**src/inc/ahb_pkg.sv**
```systemverilog
// package for the converter host-port block: widths, field positions, timing counts
// assumes a 100 MHz reference clock and synchronous host strobes
`default_nettype none
package ahb_pkg;
    localparam int RES_W = 12;
    localparam int DB_W = 8;
    localparam int CH_W = 2;
    localparam int STAT_BIT = 7;
    localparam int HI_NIB_W = 4;
    localparam int CLK_PERIOD_NS = 10;
    // typical on-chip oscillator conversion time
    localparam int CONV_TIME_US = 120;
    localparam int AUTOZERO_TIME_US = 10;
    localparam int CONV_CYCLES = (CONV_TIME_US * 1000) / CLK_PERIOD_NS;
    localparam int AZ_CYCLES = (AUTOZERO_TIME_US * 1000 + CLK_PERIOD_NS - 1) / CLK_PERIOD_NS;
    localparam int BIT_CYCLES = (CONV_CYCLES - AZ_CYCLES) / RES_W;
    localparam int CNT_W = 16;
    localparam logic [RES_W-1:0] RES_RST = 12'h000;
    localparam logic [CH_W-1:0] CH_RST = 2'h0;

    typedef enum logic [1:0] {AHB_IDLE, AHB_AZERO, AHB_CONV} ahb_state_t;

    typedef struct packed {
        logic cs_n;
        logic rd_n;
        logic wr_n;
        logic byte_select_in;
        logic chan_addr_high;
        logic chan_addr_low;
    } ahb_host_t;
endpackage
`default_nettype wire

```
**src/core/ahb_host_port.sv**
```systemverilog
// converter host port: strobes, channel latch, SAR sequencer, byte-wide read bus
// assumes host strobes synchronous to i_ref_clk; comparator decision is an input
`default_nettype none

// Overview of operation
// drive data bus only when select and read low
// high byte: status, three zeros, result 11..8
// low byte: result bits 7..0
// status flag one while converting
// busy output low only during conversion
// select plus write low starts conversion
// channel address latched when write rises
// latched address picks channel zero to three
// host holds write long enough
// result is twelve bits, msb bit 11
// conversion takes about 120 microseconds
// external clock: host keeps write ten microseconds
// read mid conversion returns partial SAR
// write during conversion restarts it
// auto-zero then twelve bit decisions, msb first
// finished result held until next start
// reads have no side effect
module ahb_host_port
    import ahb_pkg::*;
(
    // clock and reset
    input wire logic i_ref_clk,
    input wire logic i_reset,
    input wire logic i_clk_en,
    // host bus
    input wire ahb_host_t i_host,
    output logic [DB_W-1:0] o_data_bus_pins,
    output logic o_data_bus_oe,
    output logic o_busy_n,
    // analog side
    input wire logic i_comp_above,
    output logic [CH_W-1:0] o_chan_sel,
    output logic o_autozero,
    output logic [RES_W-1:0] o_dac_code
);
    // ------------------------------------------------------------
    // conversion sequencer
    // ------------------------------------------------------------
    ahb_state_t state_r, state_nxt;
    logic [RES_W-1:0] sar_r, sar_nxt;
    logic [CNT_W-1:0] cnt_r, cnt_nxt;
    logic [3:0] bit_r, bit_nxt;
    logic [CH_W-1:0] chan_r, chan_nxt;
    logic wr_prev_r, wr_prev_nxt;
    logic busy_n_r, busy_n_nxt;
    logic az_r, az_nxt;
    logic wr_act, wr_rise;

    assign wr_act = ~i_host.cs_n & ~i_host.wr_n;
    // select may rise together with write, so latch on the end of the pair
    assign wr_rise = ~wr_prev_r & ~wr_act;

    always_comb begin
        state_nxt = state_r;
        sar_nxt = sar_r;
        cnt_nxt = cnt_r;
        bit_nxt = bit_r;
        chan_nxt = chan_r;
        az_nxt = az_r;
        wr_prev_nxt = ~wr_act;
        busy_n_nxt = busy_n_r;
        if (wr_act) begin
            // holding write keeps the converter in auto-zero; restart wins
            state_nxt = AHB_AZERO;
            cnt_nxt = '0;
            sar_nxt = RES_RST;
            busy_n_nxt = 1'b0;
            az_nxt = 1'b1;
        end else begin
            if (wr_rise) begin
                chan_nxt = {i_host.chan_addr_high, i_host.chan_addr_low};
            end
            case (state_r)
                AHB_IDLE: begin
                    busy_n_nxt = 1'b1;
                end
                AHB_AZERO: begin
                    if (cnt_r >= CNT_W'(AZ_CYCLES - 1)) begin
                        state_nxt = AHB_CONV;
                        cnt_nxt = '0;
                        bit_nxt = 4'(RES_W - 1);
                        sar_nxt = RES_RST | (RES_W'(1) << (RES_W - 1));
                        az_nxt = 1'b0;
                    end else begin
                        cnt_nxt = cnt_r + 1'b1;
                    end
                end
                AHB_CONV: begin
                    if (cnt_r >= CNT_W'(BIT_CYCLES - 1)) begin
                        cnt_nxt = '0;
                        // trial bit stays only if input is above the dac code
                        if (!i_comp_above) begin
                            sar_nxt[bit_r] = 1'b0;
                        end
                        if (bit_r == 4'h0) begin
                            state_nxt = AHB_IDLE;
                            busy_n_nxt = 1'b1;
                        end else begin
                            bit_nxt = bit_r - 1'b1;
                            sar_nxt[bit_r - 1'b1] = 1'b1;
                        end
                    end else begin
                        cnt_nxt = cnt_r + 1'b1;
                    end
                end
                default: state_nxt = AHB_IDLE;
            endcase
        end
    end

    always_ff @(posedge i_ref_clk or posedge i_reset) begin
        if (i_reset) begin
            state_r <= AHB_IDLE;
            sar_r <= RES_RST;
            cnt_r <= '0;
            bit_r <= 4'h0;
            chan_r <= CH_RST;
            az_r <= 1'b0;
            wr_prev_r <= 1'b1;
            busy_n_r <= 1'b1;
        end else if (i_clk_en) begin
            state_r <= state_nxt;
            sar_r <= sar_nxt;
            cnt_r <= cnt_nxt;
            bit_r <= bit_nxt;
            chan_r <= chan_nxt;
            az_r <= az_nxt;
            wr_prev_r <= wr_prev_nxt;
            busy_n_r <= busy_n_nxt;
        end
    end

    assign o_busy_n = busy_n_r;
    assign o_chan_sel = chan_r;
    assign o_autozero = az_r;
    assign o_dac_code = sar_r;

    // ------------------------------------------------------------
    // read bus
    // ------------------------------------------------------------
    logic [DB_W-1:0] dout_r, dout_nxt;
    logic oe_r, oe_nxt;
    logic rd_act;

    assign rd_act = ~i_host.cs_n & ~i_host.rd_n;

    // read path only looks at state, never changes it
    always_comb begin
        oe_nxt = rd_act;
        dout_nxt = '0;
        if (rd_act) begin
            if (i_host.byte_select_in) begin
                // status is the busy sense inverted: one while converting
                dout_nxt[STAT_BIT] = ~busy_n_nxt;
                dout_nxt[HI_NIB_W-1:0] = sar_nxt[RES_W-1:DB_W];
            end else begin
                dout_nxt = sar_nxt[DB_W-1:0];
            end
        end
    end

    always_ff @(posedge i_ref_clk or posedge i_reset) begin
        if (i_reset) begin
            dout_r <= '0;
            oe_r <= 1'b0;
        end else if (i_clk_en) begin
            dout_r <= dout_nxt;
            oe_r <= oe_nxt;
        end
    end

    assign o_data_bus_pins = dout_r;
    assign o_data_bus_oe = oe_r;

    // ------------------------------------------------------------
    // conversion length watch
    // ------------------------------------------------------------
    // cycles since the write pair ended; lets the total length be checked
    // without a long repetition in a property
    logic [CNT_W-1:0] run_cnt_r, run_cnt_nxt;

    always_comb begin
        run_cnt_nxt = run_cnt_r;
        if (wr_act || state_r == AHB_IDLE) begin
            run_cnt_nxt = '0;
        end else if (run_cnt_r != '1) begin
            run_cnt_nxt = run_cnt_r + 1'b1;
        end
    end

    always_ff @(posedge i_ref_clk or posedge i_reset) begin
        if (i_reset) begin
            run_cnt_r <= '0;
        end else if (i_clk_en) begin
            run_cnt_r <= run_cnt_nxt;
        end
    end

    // ------------------------------------------------------------
    // checks: read bus
    // ------------------------------------------------------------
    chk_bus_enable: assert property (@(posedge i_ref_clk) disable iff (i_reset)
        i_clk_en |=> (o_data_bus_oe == $past(rd_act)))
        else $error("bus enable does not follow select and read");

    chk_bus_quiet: assert property (@(posedge i_ref_clk) disable iff (i_reset)
        !o_data_bus_oe
        |-> o_data_bus_pins == '0)
        else $error("data bus not quiet outside a read");

    chk_high_zero: assert property (@(posedge i_ref_clk) disable iff (i_reset)
        $past(i_clk_en) && o_data_bus_oe && $past(i_host.byte_select_in)
        |-> o_data_bus_pins[6:4] == 3'h0)
        else $error("high byte bits 6 to 4 not low");

    chk_high_nibble: assert property (@(posedge i_ref_clk) disable iff (i_reset)
        $past(i_clk_en) && o_data_bus_oe && $past(i_host.byte_select_in)
        |-> o_data_bus_pins[HI_NIB_W-1:0] == o_dac_code[RES_W-1:DB_W])
        else $error("high byte nibble does not match result");

    chk_low_byte: assert property (@(posedge i_ref_clk) disable iff (i_reset)
        $past(i_clk_en) && o_data_bus_oe && !$past(i_host.byte_select_in)
        |-> o_data_bus_pins == sar_r[7:0])
        else $error("low byte does not match result");

    chk_status_flag: assert property (@(posedge i_ref_clk) disable iff (i_reset)
        $past(i_clk_en) && o_data_bus_oe && $past(i_host.byte_select_in)
        |-> o_data_bus_pins[7] == ~o_busy_n)
        else $error("status flag disagrees with busy");

    // ------------------------------------------------------------
    // checks: sequencer
    // ------------------------------------------------------------
    chk_busy_state: assert property (@(posedge i_ref_clk) disable iff (i_reset)
        o_busy_n == (state_r == AHB_IDLE))
        else $error("busy output disagrees with state");

    chk_az_state: assert property (@(posedge i_ref_clk) disable iff (i_reset)
        o_autozero == (state_r == AHB_AZERO))
        else $error("auto-zero output disagrees with state");

    chk_write_start: assert property (@(posedge i_ref_clk) disable iff (i_reset)
        i_clk_en && wr_act |=> state_r == AHB_AZERO && !o_busy_n && cnt_r == '0)
        else $error("write did not restart conversion");

    chk_idle_hold: assert property (@(posedge i_ref_clk) disable iff (i_reset)
        i_clk_en && !wr_act && state_r == AHB_IDLE
        |=> state_r == AHB_IDLE && o_busy_n)
        else $error("converter left idle without a write");

    chk_chan_latch: assert property (@(posedge i_ref_clk) disable iff (i_reset)
        i_clk_en && wr_rise |=> o_chan_sel == $past({i_host.chan_addr_high,
            i_host.chan_addr_low}))
        else $error("channel not latched on write rising");

    chk_chan_steady: assert property (@(posedge i_ref_clk) disable iff (i_reset)
        !(i_clk_en && wr_rise)
        |=> $stable(o_chan_sel))
        else $error("channel changed without a write ending");

    chk_azero_len: assert property (@(posedge i_ref_clk) disable iff (i_reset)
        $rose(state_r == AHB_CONV) |-> $past(cnt_r) == CNT_W'(AZ_CYCLES - 1))
        else $error("auto-zero interval length wrong");

    chk_azero_bound: assert property (@(posedge i_ref_clk) disable iff (i_reset)
        state_r == AHB_AZERO |-> cnt_r <= CNT_W'(AZ_CYCLES - 1))
        else $error("auto-zero counter overran");

    chk_msb_trial: assert property (@(posedge i_ref_clk) disable iff (i_reset)
        $rose(state_r == AHB_CONV)
        |-> o_dac_code == (RES_W'(1) << (RES_W - 1)) && bit_r == 4'(RES_W - 1))
        else $error("conversion did not open with the msb trial");

    chk_bit_period: assert property (@(posedge i_ref_clk) disable iff (i_reset)
        state_r == AHB_CONV |-> cnt_r <= CNT_W'(BIT_CYCLES - 1))
        else $error("bit period counter overran");

    chk_bit_decide: assert property (@(posedge i_ref_clk) disable iff (i_reset)
        i_clk_en && !wr_act && state_r == AHB_CONV && cnt_r == CNT_W'(BIT_CYCLES - 1)
        |=> o_dac_code[$past(bit_r)] == $past(i_comp_above))
        else $error("trial bit does not follow the comparator");

    chk_bit_step: assert property (@(posedge i_ref_clk) disable iff (i_reset)
        i_clk_en && !wr_act && state_r == AHB_CONV && bit_r != 4'h0
        && cnt_r == CNT_W'(BIT_CYCLES - 1)
        |=> bit_r == $past(bit_r) - 4'h1 && o_dac_code[bit_r])
        else $error("next lower trial bit not set");

    chk_done_ready: assert property (@(posedge i_ref_clk) disable iff (i_reset)
        i_clk_en && !wr_act && state_r == AHB_CONV && bit_r == 4'h0
        && cnt_r == CNT_W'(BIT_CYCLES - 1)
        |=> o_busy_n && state_r == AHB_IDLE)
        else $error("busy not released after the last bit");

    chk_conv_total: assert property (@(posedge i_ref_clk) disable iff (i_reset)
        $rose(state_r == AHB_IDLE)
        |-> run_cnt_r == CNT_W'(AZ_CYCLES + RES_W * BIT_CYCLES))
        else $error("conversion length differs from the nominal time");

    chk_result_hold: assert property (@(posedge i_ref_clk) disable iff (i_reset)
        state_r == AHB_IDLE && $past(state_r == AHB_IDLE) && !$past(wr_act) |-> $stable(sar_r))
        else $error("held result changed while idle");
endmodule
`default_nettype wire

```
**config.mk**
```make
export PLATFORM = sky130hd
export DESIGN_NAME = ahb_host_port
export DESIGN_NICKNAME = d
export VERILOG_FILES = /design/src/inc/ahb_pkg.sv /design/src/core/ahb_host_port.sv
export SDC_FILE = /design/constraint.sdc
export NUM_CORES = 1
export LEC_CHECK = 0
export ABC_AREA = 1
export BUFFER_PORTS_ARGS = -buffer_cell sky130_fd_sc_hd__buf_2
export CORE_MARGIN = 2
export CORE_UTILIZATION = 47
export CTS_CLUSTER_SIZE = 10
export DETAILED_ROUTE_END_ITERATION = 10
export PLACE_DENSITY = 0.68
export SLEW_MARGIN = 20
export SYNTH_ARGS = -nofsm -noshare
export SYNTH_HDL_FRONTEND = slang
export SYNTH_SLANG_ARGS = --single-unit
```
**constraint.sdc**
```tcl
create_clock -name i_ref_clk -period 1.7 [get_ports i_ref_clk]
set_input_delay 0.085 -clock i_ref_clk [delete_from_list [all_inputs] [get_ports i_ref_clk]]
set_output_delay 0.085 -clock i_ref_clk [all_outputs]
set_load 0.1 [all_outputs]
```
==> results of run 1 <==
==> metrics by stage <==
step | utilization | area, µm²
after floorplan | - | 3030
after detailed placement | 0.537 | 3370
final | 0.617 | 3870
after global routing | 0.617 | 3870
after global placement | 0.537 | 3370
after CTS | 0.560 | 3510
==> layout make-up <==
class,count,area (µm²)
inverters,46,181
clock buffers,7,76.3
well taps,77,96.3
clock inverters,1,8.76
repair buffers,69,485
fillers,534,2410
multi-input cells,291,1820
flip-flops and latches,48,1200
==> cell families after synthesis <==
family                     share of synthesized area
AOI/OAI and AO/OA                             0.0761
DFF                                            0.398
muxes                                        0.00744
xor gates and xnor gates                      0.0256
adders and majority gates                     0.0372
buffers and inverters                         0.0852
and+or+nand+nor                                0.371
==> worst max-delay path: stages, from the launching register on <==
cell and delay (ns):
dfrtp_1 0.40, ha_1 0.16, nand2_1 0.07, nand3_1 0.08
nand3b_1 0.15, nand2_2 0.14, inv_4 0.06, nand2_8 0.11
buf_4 0.13, nand4_4 0.15, nand2_1 0.11, o21ai_1 0.07
==> final timing paths <==
check | depth (start not counted) | to | start | slack [ns]
min in group asynchronous | 3 | state_r[1] | i_reset | 0.37
hold reg to reg | 2 | o_data_bus_pins[6] | o_data_bus_pins[6] | 0.48
setup reg to reg | 11 | bit_r[1] | cnt_r[1] | -0.05
setup / recovery | 11 | bit_r[1] | cnt_r[1] | -0.05
max in group asynchronous | 4 | o_busy_n | i_reset | 0.74
hold / removal | 2 | o_chan_sel[0] | i_host[0] | 0.008
==> metal layers <==
metal | vias to the layer above | GRT usage | share of wire
met1 | 1389 | 0.313 | 0.46
met3 | 13 | 0.0334 | 0.043
li1 | 1425 | - | -
met2 | 76 | 0.354 | 0.48
met5 | - | 0 | 0
met4 | 0 | 0.0572 | 0.015
==> flip-flops by register name, summed over array words and instances, names as in the netlist <==
signal           count
wr_prev_r            1
o_data_bus_pins      8
o_dac_code          12
bit_r                4
state_r              2
o_data_bus_oe        1
o_autozero           1
cnt_r               16
o_busy_n             1
o_chan_sel           2
==> repair_timing <==
item,in CTS,in global routing
endpoints found under the hold margin,23,0
resized for setup,5,56
gates cloned,1,2
endpoints found under the setup margin,19,37
pin swaps,1,16
buffers inserted,1,12
hold buffers,1,0
==> power by group through the flow <==
stage | combinational, mW | sequential, mW | clock [mW]
finish | 2.19 | 1.39 | 0.721
global route | 2.36 | 1.41 | 0.767
CTS | 1.81 | 1.39 | 0.732
detailed placement | 1.73 | 1.41 | 0
global placement | 1.72 | 1.41 | 0
floorplan | 1.00 | 1.69 | 0
==> placed cells by master (no fill, tap or decap), types with 2 or more instances in the layout <==
| cell | n |
|---|---|
| inv_4 | 2 |
| nand2_4 | 4 |
| o21ai_0 | 6 |
| buf_12 | 2 |
| nor2_1 | 29 |
| dfstp_2 | 2 |
| inv_2 | 6 |
| inv_1 | 37 |
| dfrtp_1 | 45 |
| nand2_2 | 25 |
| xor2_1 | 6 |
| ha_1 | 5 |
| clkbuf_1 | 2 |
| ha_4 | 2 |
| a21boi_1 | 2 |
| clkbuf_8 | 5 |
| mux2_2 | 2 |
| buf_2 | 34 |
| nor3_1 | 4 |
| buf_4 | 30 |
| nand2_1 | 79 |
| o31ai_1 | 8 |
| nor2_2 | 5 |
| nand3b_1 | 2 |
| nand2_8 | 5 |
| o21ai_2 | 3 |
| ha_2 | 2 |
| nand3_2 | 11 |
| nand4_1 | 6 |
| o31ai_2 | 4 |
| nand3_1 | 59 |
| o21ai_1 | 11 |
==> flow_summary.json, run 1 <==
{
  "status": "finished with violations",
  "failed_checks": "setup timing",
  "async_reset_ff_frac": 1.00,
  "wire_per_inst_um": 14.9,
  "start_util": 0.482,
  "hold_viol": 0,
  "synth-seq-cells": 48,
  "crit_path_end_kind": "flip-flop",
  "p_clk_frac": 0.167,
  "switching_power_mw": 1.99,
  "design.portCount": 35,
  "die-height_um": 84.2,
  "htreeDepth": 2,
  "dp.cells": 514,
  "netlist.area_leader.share": 0.380,
  "clock_skew_ns": 0.0114,
  "synth_cell_type_count": 36,
  "fmax_mhz": 571,
  "dpl.hpwl_um": 5340,
  "setup_viol": 17,
  "synth_area_leaders": "dfrtp_1 38%, nand3_1 12%, nand2_1 11%",
  "synth_top_cell_by_area": "dfrtp_1",
  "period_share": 1.03,
  "n_antenna_cell": 0,
  "nets": 480,
  "antenna_left": 0,
  "clockRootBuffer": "clkbuf_8",
  "die_w_um": 84.2,
  "fin_setup_tns_ns": -0.378,
  "power_mw": 4.30,
  "setup_slack_ns": -0.0520,
  "grt_max_degree": 26,
  "power_frac_seq": 0.324,
  "ys_top_cells_by_count": "88 x nand2_1, 70 x nand3_1, 46 x dfrtp_1, 42 x inv_1, 30 x nor2_1",
  "gp_congestion": 0.908,
  "cts_made_buffers": 5,
  "post-route-min-period_ns": 1.75,
  "grt_pass1_wl_um": 13000,
  "die-area_um2": 7090,
  "power_density_nw_per_um2": 1110,
  "ir_worst_vdd_mv": 0.957,
  "maxSlewHeadroom": 0.634,
  "area_growth_pct": 28.0,
  "yosys_warnings": 0,
  "tightestPinTransition_ns": 0.547,
  "path_clk_slew_ns": 0.10,
  "cp-start-kind": "flip-flop",
  "synth.most_common_cell": "nand2_1",
  "cts.sinks": 48,
  "hold_path_class": "input port to flip-flop",
  "intPower_mw": 2.32,
  "drt_iter0_drc": 178,
  "synthCells": 395,
  "cts_tree": "built",
  "seq_area_frac_synth": 0.398,
  "io_buffers": 34,
  "final_cells": 539,
  "grt_pass1_vias": 2712,
  "crit_type": "flip-flop to flip-flop",
  "antenna_found_initial": 0,
  "synth_edf_count": 0,
  "final_layout_size_suffix_gt1_frac": 0.338,
  "report.final.slew_viol_count": 0,
  "cts_max_path_buffers": 2,
  "crit_arrival_ns": 1.94,
  "dr_total_vias": 2903,
  "firstDrtPassIters": 6,
  "via_per_inst": 5.39,
  "clkLatencyLatePin_ns": 0.30,
  "whs_ns": 0.00785,
  "grt_overflow": 0,
  "rows": 29,
  "postSynthAreaPerCell_um2": 7.66,
  "sw_frac_of_total": 0.462,
  "synthFlopType": "dfrtp_1",
  "drv_cap": 0,
  "core_area_um2": 6280,
  "p_comb_frac": 0.509,
  "cp.required_ns": 1.89,
  "grt.total_usage": 0.220,
  "power_leakage_nw": 1.94,
  "place_ws_ns": -0.0231,
  "rsz0062_at_grt": "yes",
  "cp_max_fo": 8,
  "syn_nets": 414,
  "syn_area_um2": 3030,
  "routed_wl_um": 8050,
  "drc_errors": 0
}
Note: power is estimated with default switching activity, not from simulation.
==> inputs of run 2 (changes only) <==
Clock period 1.7 ns to 1.4 ns, I/O delays scaled along.
==> run 2 against run 1 <==
Against the previous run:
- the run still ends with setup timing left
- via count is 4.7% higher
- worst setup slack worse by 0.26 ns
- cell count is 6.5% higher
- register-to-register slack worse by 0.26 ns
- flip-flop and latch count stayed put
- critical path depth stayed put
- sequential power is 21% higher
- hold slack better by 0.011 ns
- clock skew is 0.00099 ns higher
- largest cell class unchanged
- highest routed layer unchanged
==> flow_summary.json, run 2 (synthesized netlist as in run 1, its figures left out) <==
{
  "start_util": 0.482,
  "grt_overflow": 0,
  "hold_depth": 3,
  "path_clk_slew_ns": 0.10,
  "power_frac_seq": 0.289,
  "drv_cap": 0,
  "rsz0062_at_grt": "yes",
  "crit_path_end_kind": "flip-flop",
  "die-area_um2": 7090,
  "final_layout_size_suffix_gt1_frac": 0.453,
  "setup_slack_ns": -0.308,
  "report.final.slew_viol_count": 0,
  "layout_common_cells": "78 x nand2_1, 60 x buf_4, 42 x nand3_1",
  "use_met1": 0.330,
  "critPathLaunch": "cnt_r[0]",
  "crit_type": "flip-flop to flip-flop",
  "hold_viol": 0,
  "io_buffers": 34,
  "grt.total_usage": 0.244,
  "cts_tree": "built",
  "fin_setup_tns_ns": -8.19,
  "largest_register_ffs": 16,
  "r2r-end": "bit_r[0]",
  "use_met2": 0.400,
  "dr_total_vias": 3040,
  "r2r-start": "cnt_r[0]",
  "seqCellArea_um2": 1210,
  "drc_errors": 0,
  "cp-start-kind": "flip-flop",
  "grt_pass1_wl_um": 13900,
  "power_leakage_nw": 2.18,
  "power_mw": 5.79,
  "clkLatencyLatePin_ns": 0.32,
  "htreeDepth": 2,
  "cts_made_buffers": 5,
  "clock_skew_ns": 0.0123,
  "multiInputGateArea_um2": 1960,
  "hold_path_class": "input port to flip-flop",
  "design.portCount": 35,
  "switching_power_mw": 2.55,
  "drt_iter0_drc": 185,
  "n_antenna_cell": 0,
  "failed_checks": "setup timing",
  "final_common_cell": "nand2_1",
  "place_ws_ns": -0.365,
  "r2r_setup_slack_ns": -0.31,
  "intPower_mw": 3.24,
  "die_w_um": 84.2,
  "fmax_mhz": 585,
  "core_area_um2": 6280,
  "gr-usage-met3": 0.0492,
  "sw_frac_of_total": 0.440,
  "grt_max_degree": 26,
  "setup_viol": 38,
  "gp_congestion": 0.917,
  "via_per_inst": 5.30,
  "busiest_layer": "met2",
  "p_comb_frac": 0.529,
  "hold_end": "wr_prev_r",
  "post-route-min-period_ns": 1.71,
  "firstDrtPassIters": 4,
  "clockRootBuffer": "clkbuf_8",
  "fillers": 474,
  "crit_arrival_ns": 1.92,
  "grt_pass1_vias": 2869,
  "rows": 29,
  "reg2reg_depth": 11,
  "hold_path_startpoint": "i_clk_en",
  "ir_worst_vdd_mv": 1.08,
  "status": "finished with violations",
  "cp_max_fo": 8,
  "dpl.hpwl_um": 5480,
  "maxSlewHeadroom": 0.428,
  "antenna_found_initial": 0,
  "antenna_left": 0,
  "tightestPinTransition_ns": 0.855,
  "routed_wl_um": 8560,
  "final_cells": 574,
  "die-height_um": 84.2,
  "cts.sinks": 48,
  "p_clk_frac": 0.182,
  "power_density_nw_per_um2": 1350,
  "cp.required_ns": 1.61,
  "dp.cells": 554,
  "nets": 515,
  "area_growth_pct": 42.2,
  "regMostFlops": "cnt_r",
  "wire_per_inst_um": 14.9,
  "cts_max_path_buffers": 2,
  "period_share": 1.22
}
[run 2: cell count changes in the layout (fill, tap and decap cells not counted), moves of 3 or more]
cell	previous run	this run
o21ai_2	3	6
buf_6	0	5
dfrtp_2	1	6
o21ai_0	6	1
nand3_1	59	42
nor2_2	5	8
nand2_4	4	11
buf_4	30	60
nand3_2	11	28
inv_2	6	9
nand2_2	25	20
dfrtp_1	45	40
[run 2: critical path, stage by stage (launching register included)]
cell	delay [ns]
dfrtp_1	0.39
ha_2	0.19
nand2_2	0.06
nand3_2	0.06
nand3b_1	0.12
nand2_2	0.14
inv_4	0.06
nand2_8	0.10
buf_6	0.12
nand4_4	0.14
nand2_1	0.13
o21ai_1	0.07
[run 2: through the flow]
| step | hold WS [ns] | utilization | area, µm² |
|---|---|---|---|
| finish | 0.0193 | 0.685 | 4300 |
| detailed placement | 0.141 | 0.588 | 3690 |
| global route | 0.0170 | 0.685 | 4300 |
| CTS | 0.00274 | 0.647 | 4060 |
| floorplan | 0.220 | - | 3050 |
| global placement | 0.140 | 0.588 | 3690 |
[run 2: area by class of cell]
cell class	count	share of cell area
inverters	46	0.0407
clock buffers	5	0.0160
well taps	77	0.0224
clock inverters	3	0.00989
repair buffers	104	0.174
multi-input cells	291	0.455
flip-flops and latches	48	0.281
[run 2: layer usage]
| layer | wire, µm | up-vias |
|---|---|---|
| met2 | 4180 | 88 |
| li1 | - | 1498 |
| met3 | 428 | 22 |
| met4 | 254 | 0 |
| met1 | 3700 | 1432 |
| met5 | 0 | - |
[run 2: timing repair]
action	CTS	global route
cloned	2	0
resized for setup	38	52
setup buffers	4	4
endpoints found under the hold margin	48	0
pin swaps	13	20
endpoints found under the setup margin	44	45
hold buffers	3	0
[run 2: power groups by stage]
| stage | combinational [mW] | sequential (mW) | clock, mW |
|---|---|---|---|
| finish | 3.06 | 1.68 | 1.05 |
| global route | 3.29 | 1.70 | 1.14 |
| CTS | 2.77 | 1.68 | 1.07 |
| detailed placement | 2.46 | 1.71 | 0 |
| global placement | 2.44 | 1.70 | 0 |
| floorplan | 1.24 | 2.05 | 0 |
[run 2: worst max path at each step]
stage	to	slack, ns
2_1_floorplan	o_dac_code[4]	-0.18
3_3_place_gp	o_data_bus_pins[7]	-0.27
3_5_place_dp	bit_r[0]	-0.37
4_1_cts	o_data_bus_pins[6]	-0.24
5_1_grt	bit_r[2]	-0.42
6_report	bit_r[0]	-0.31
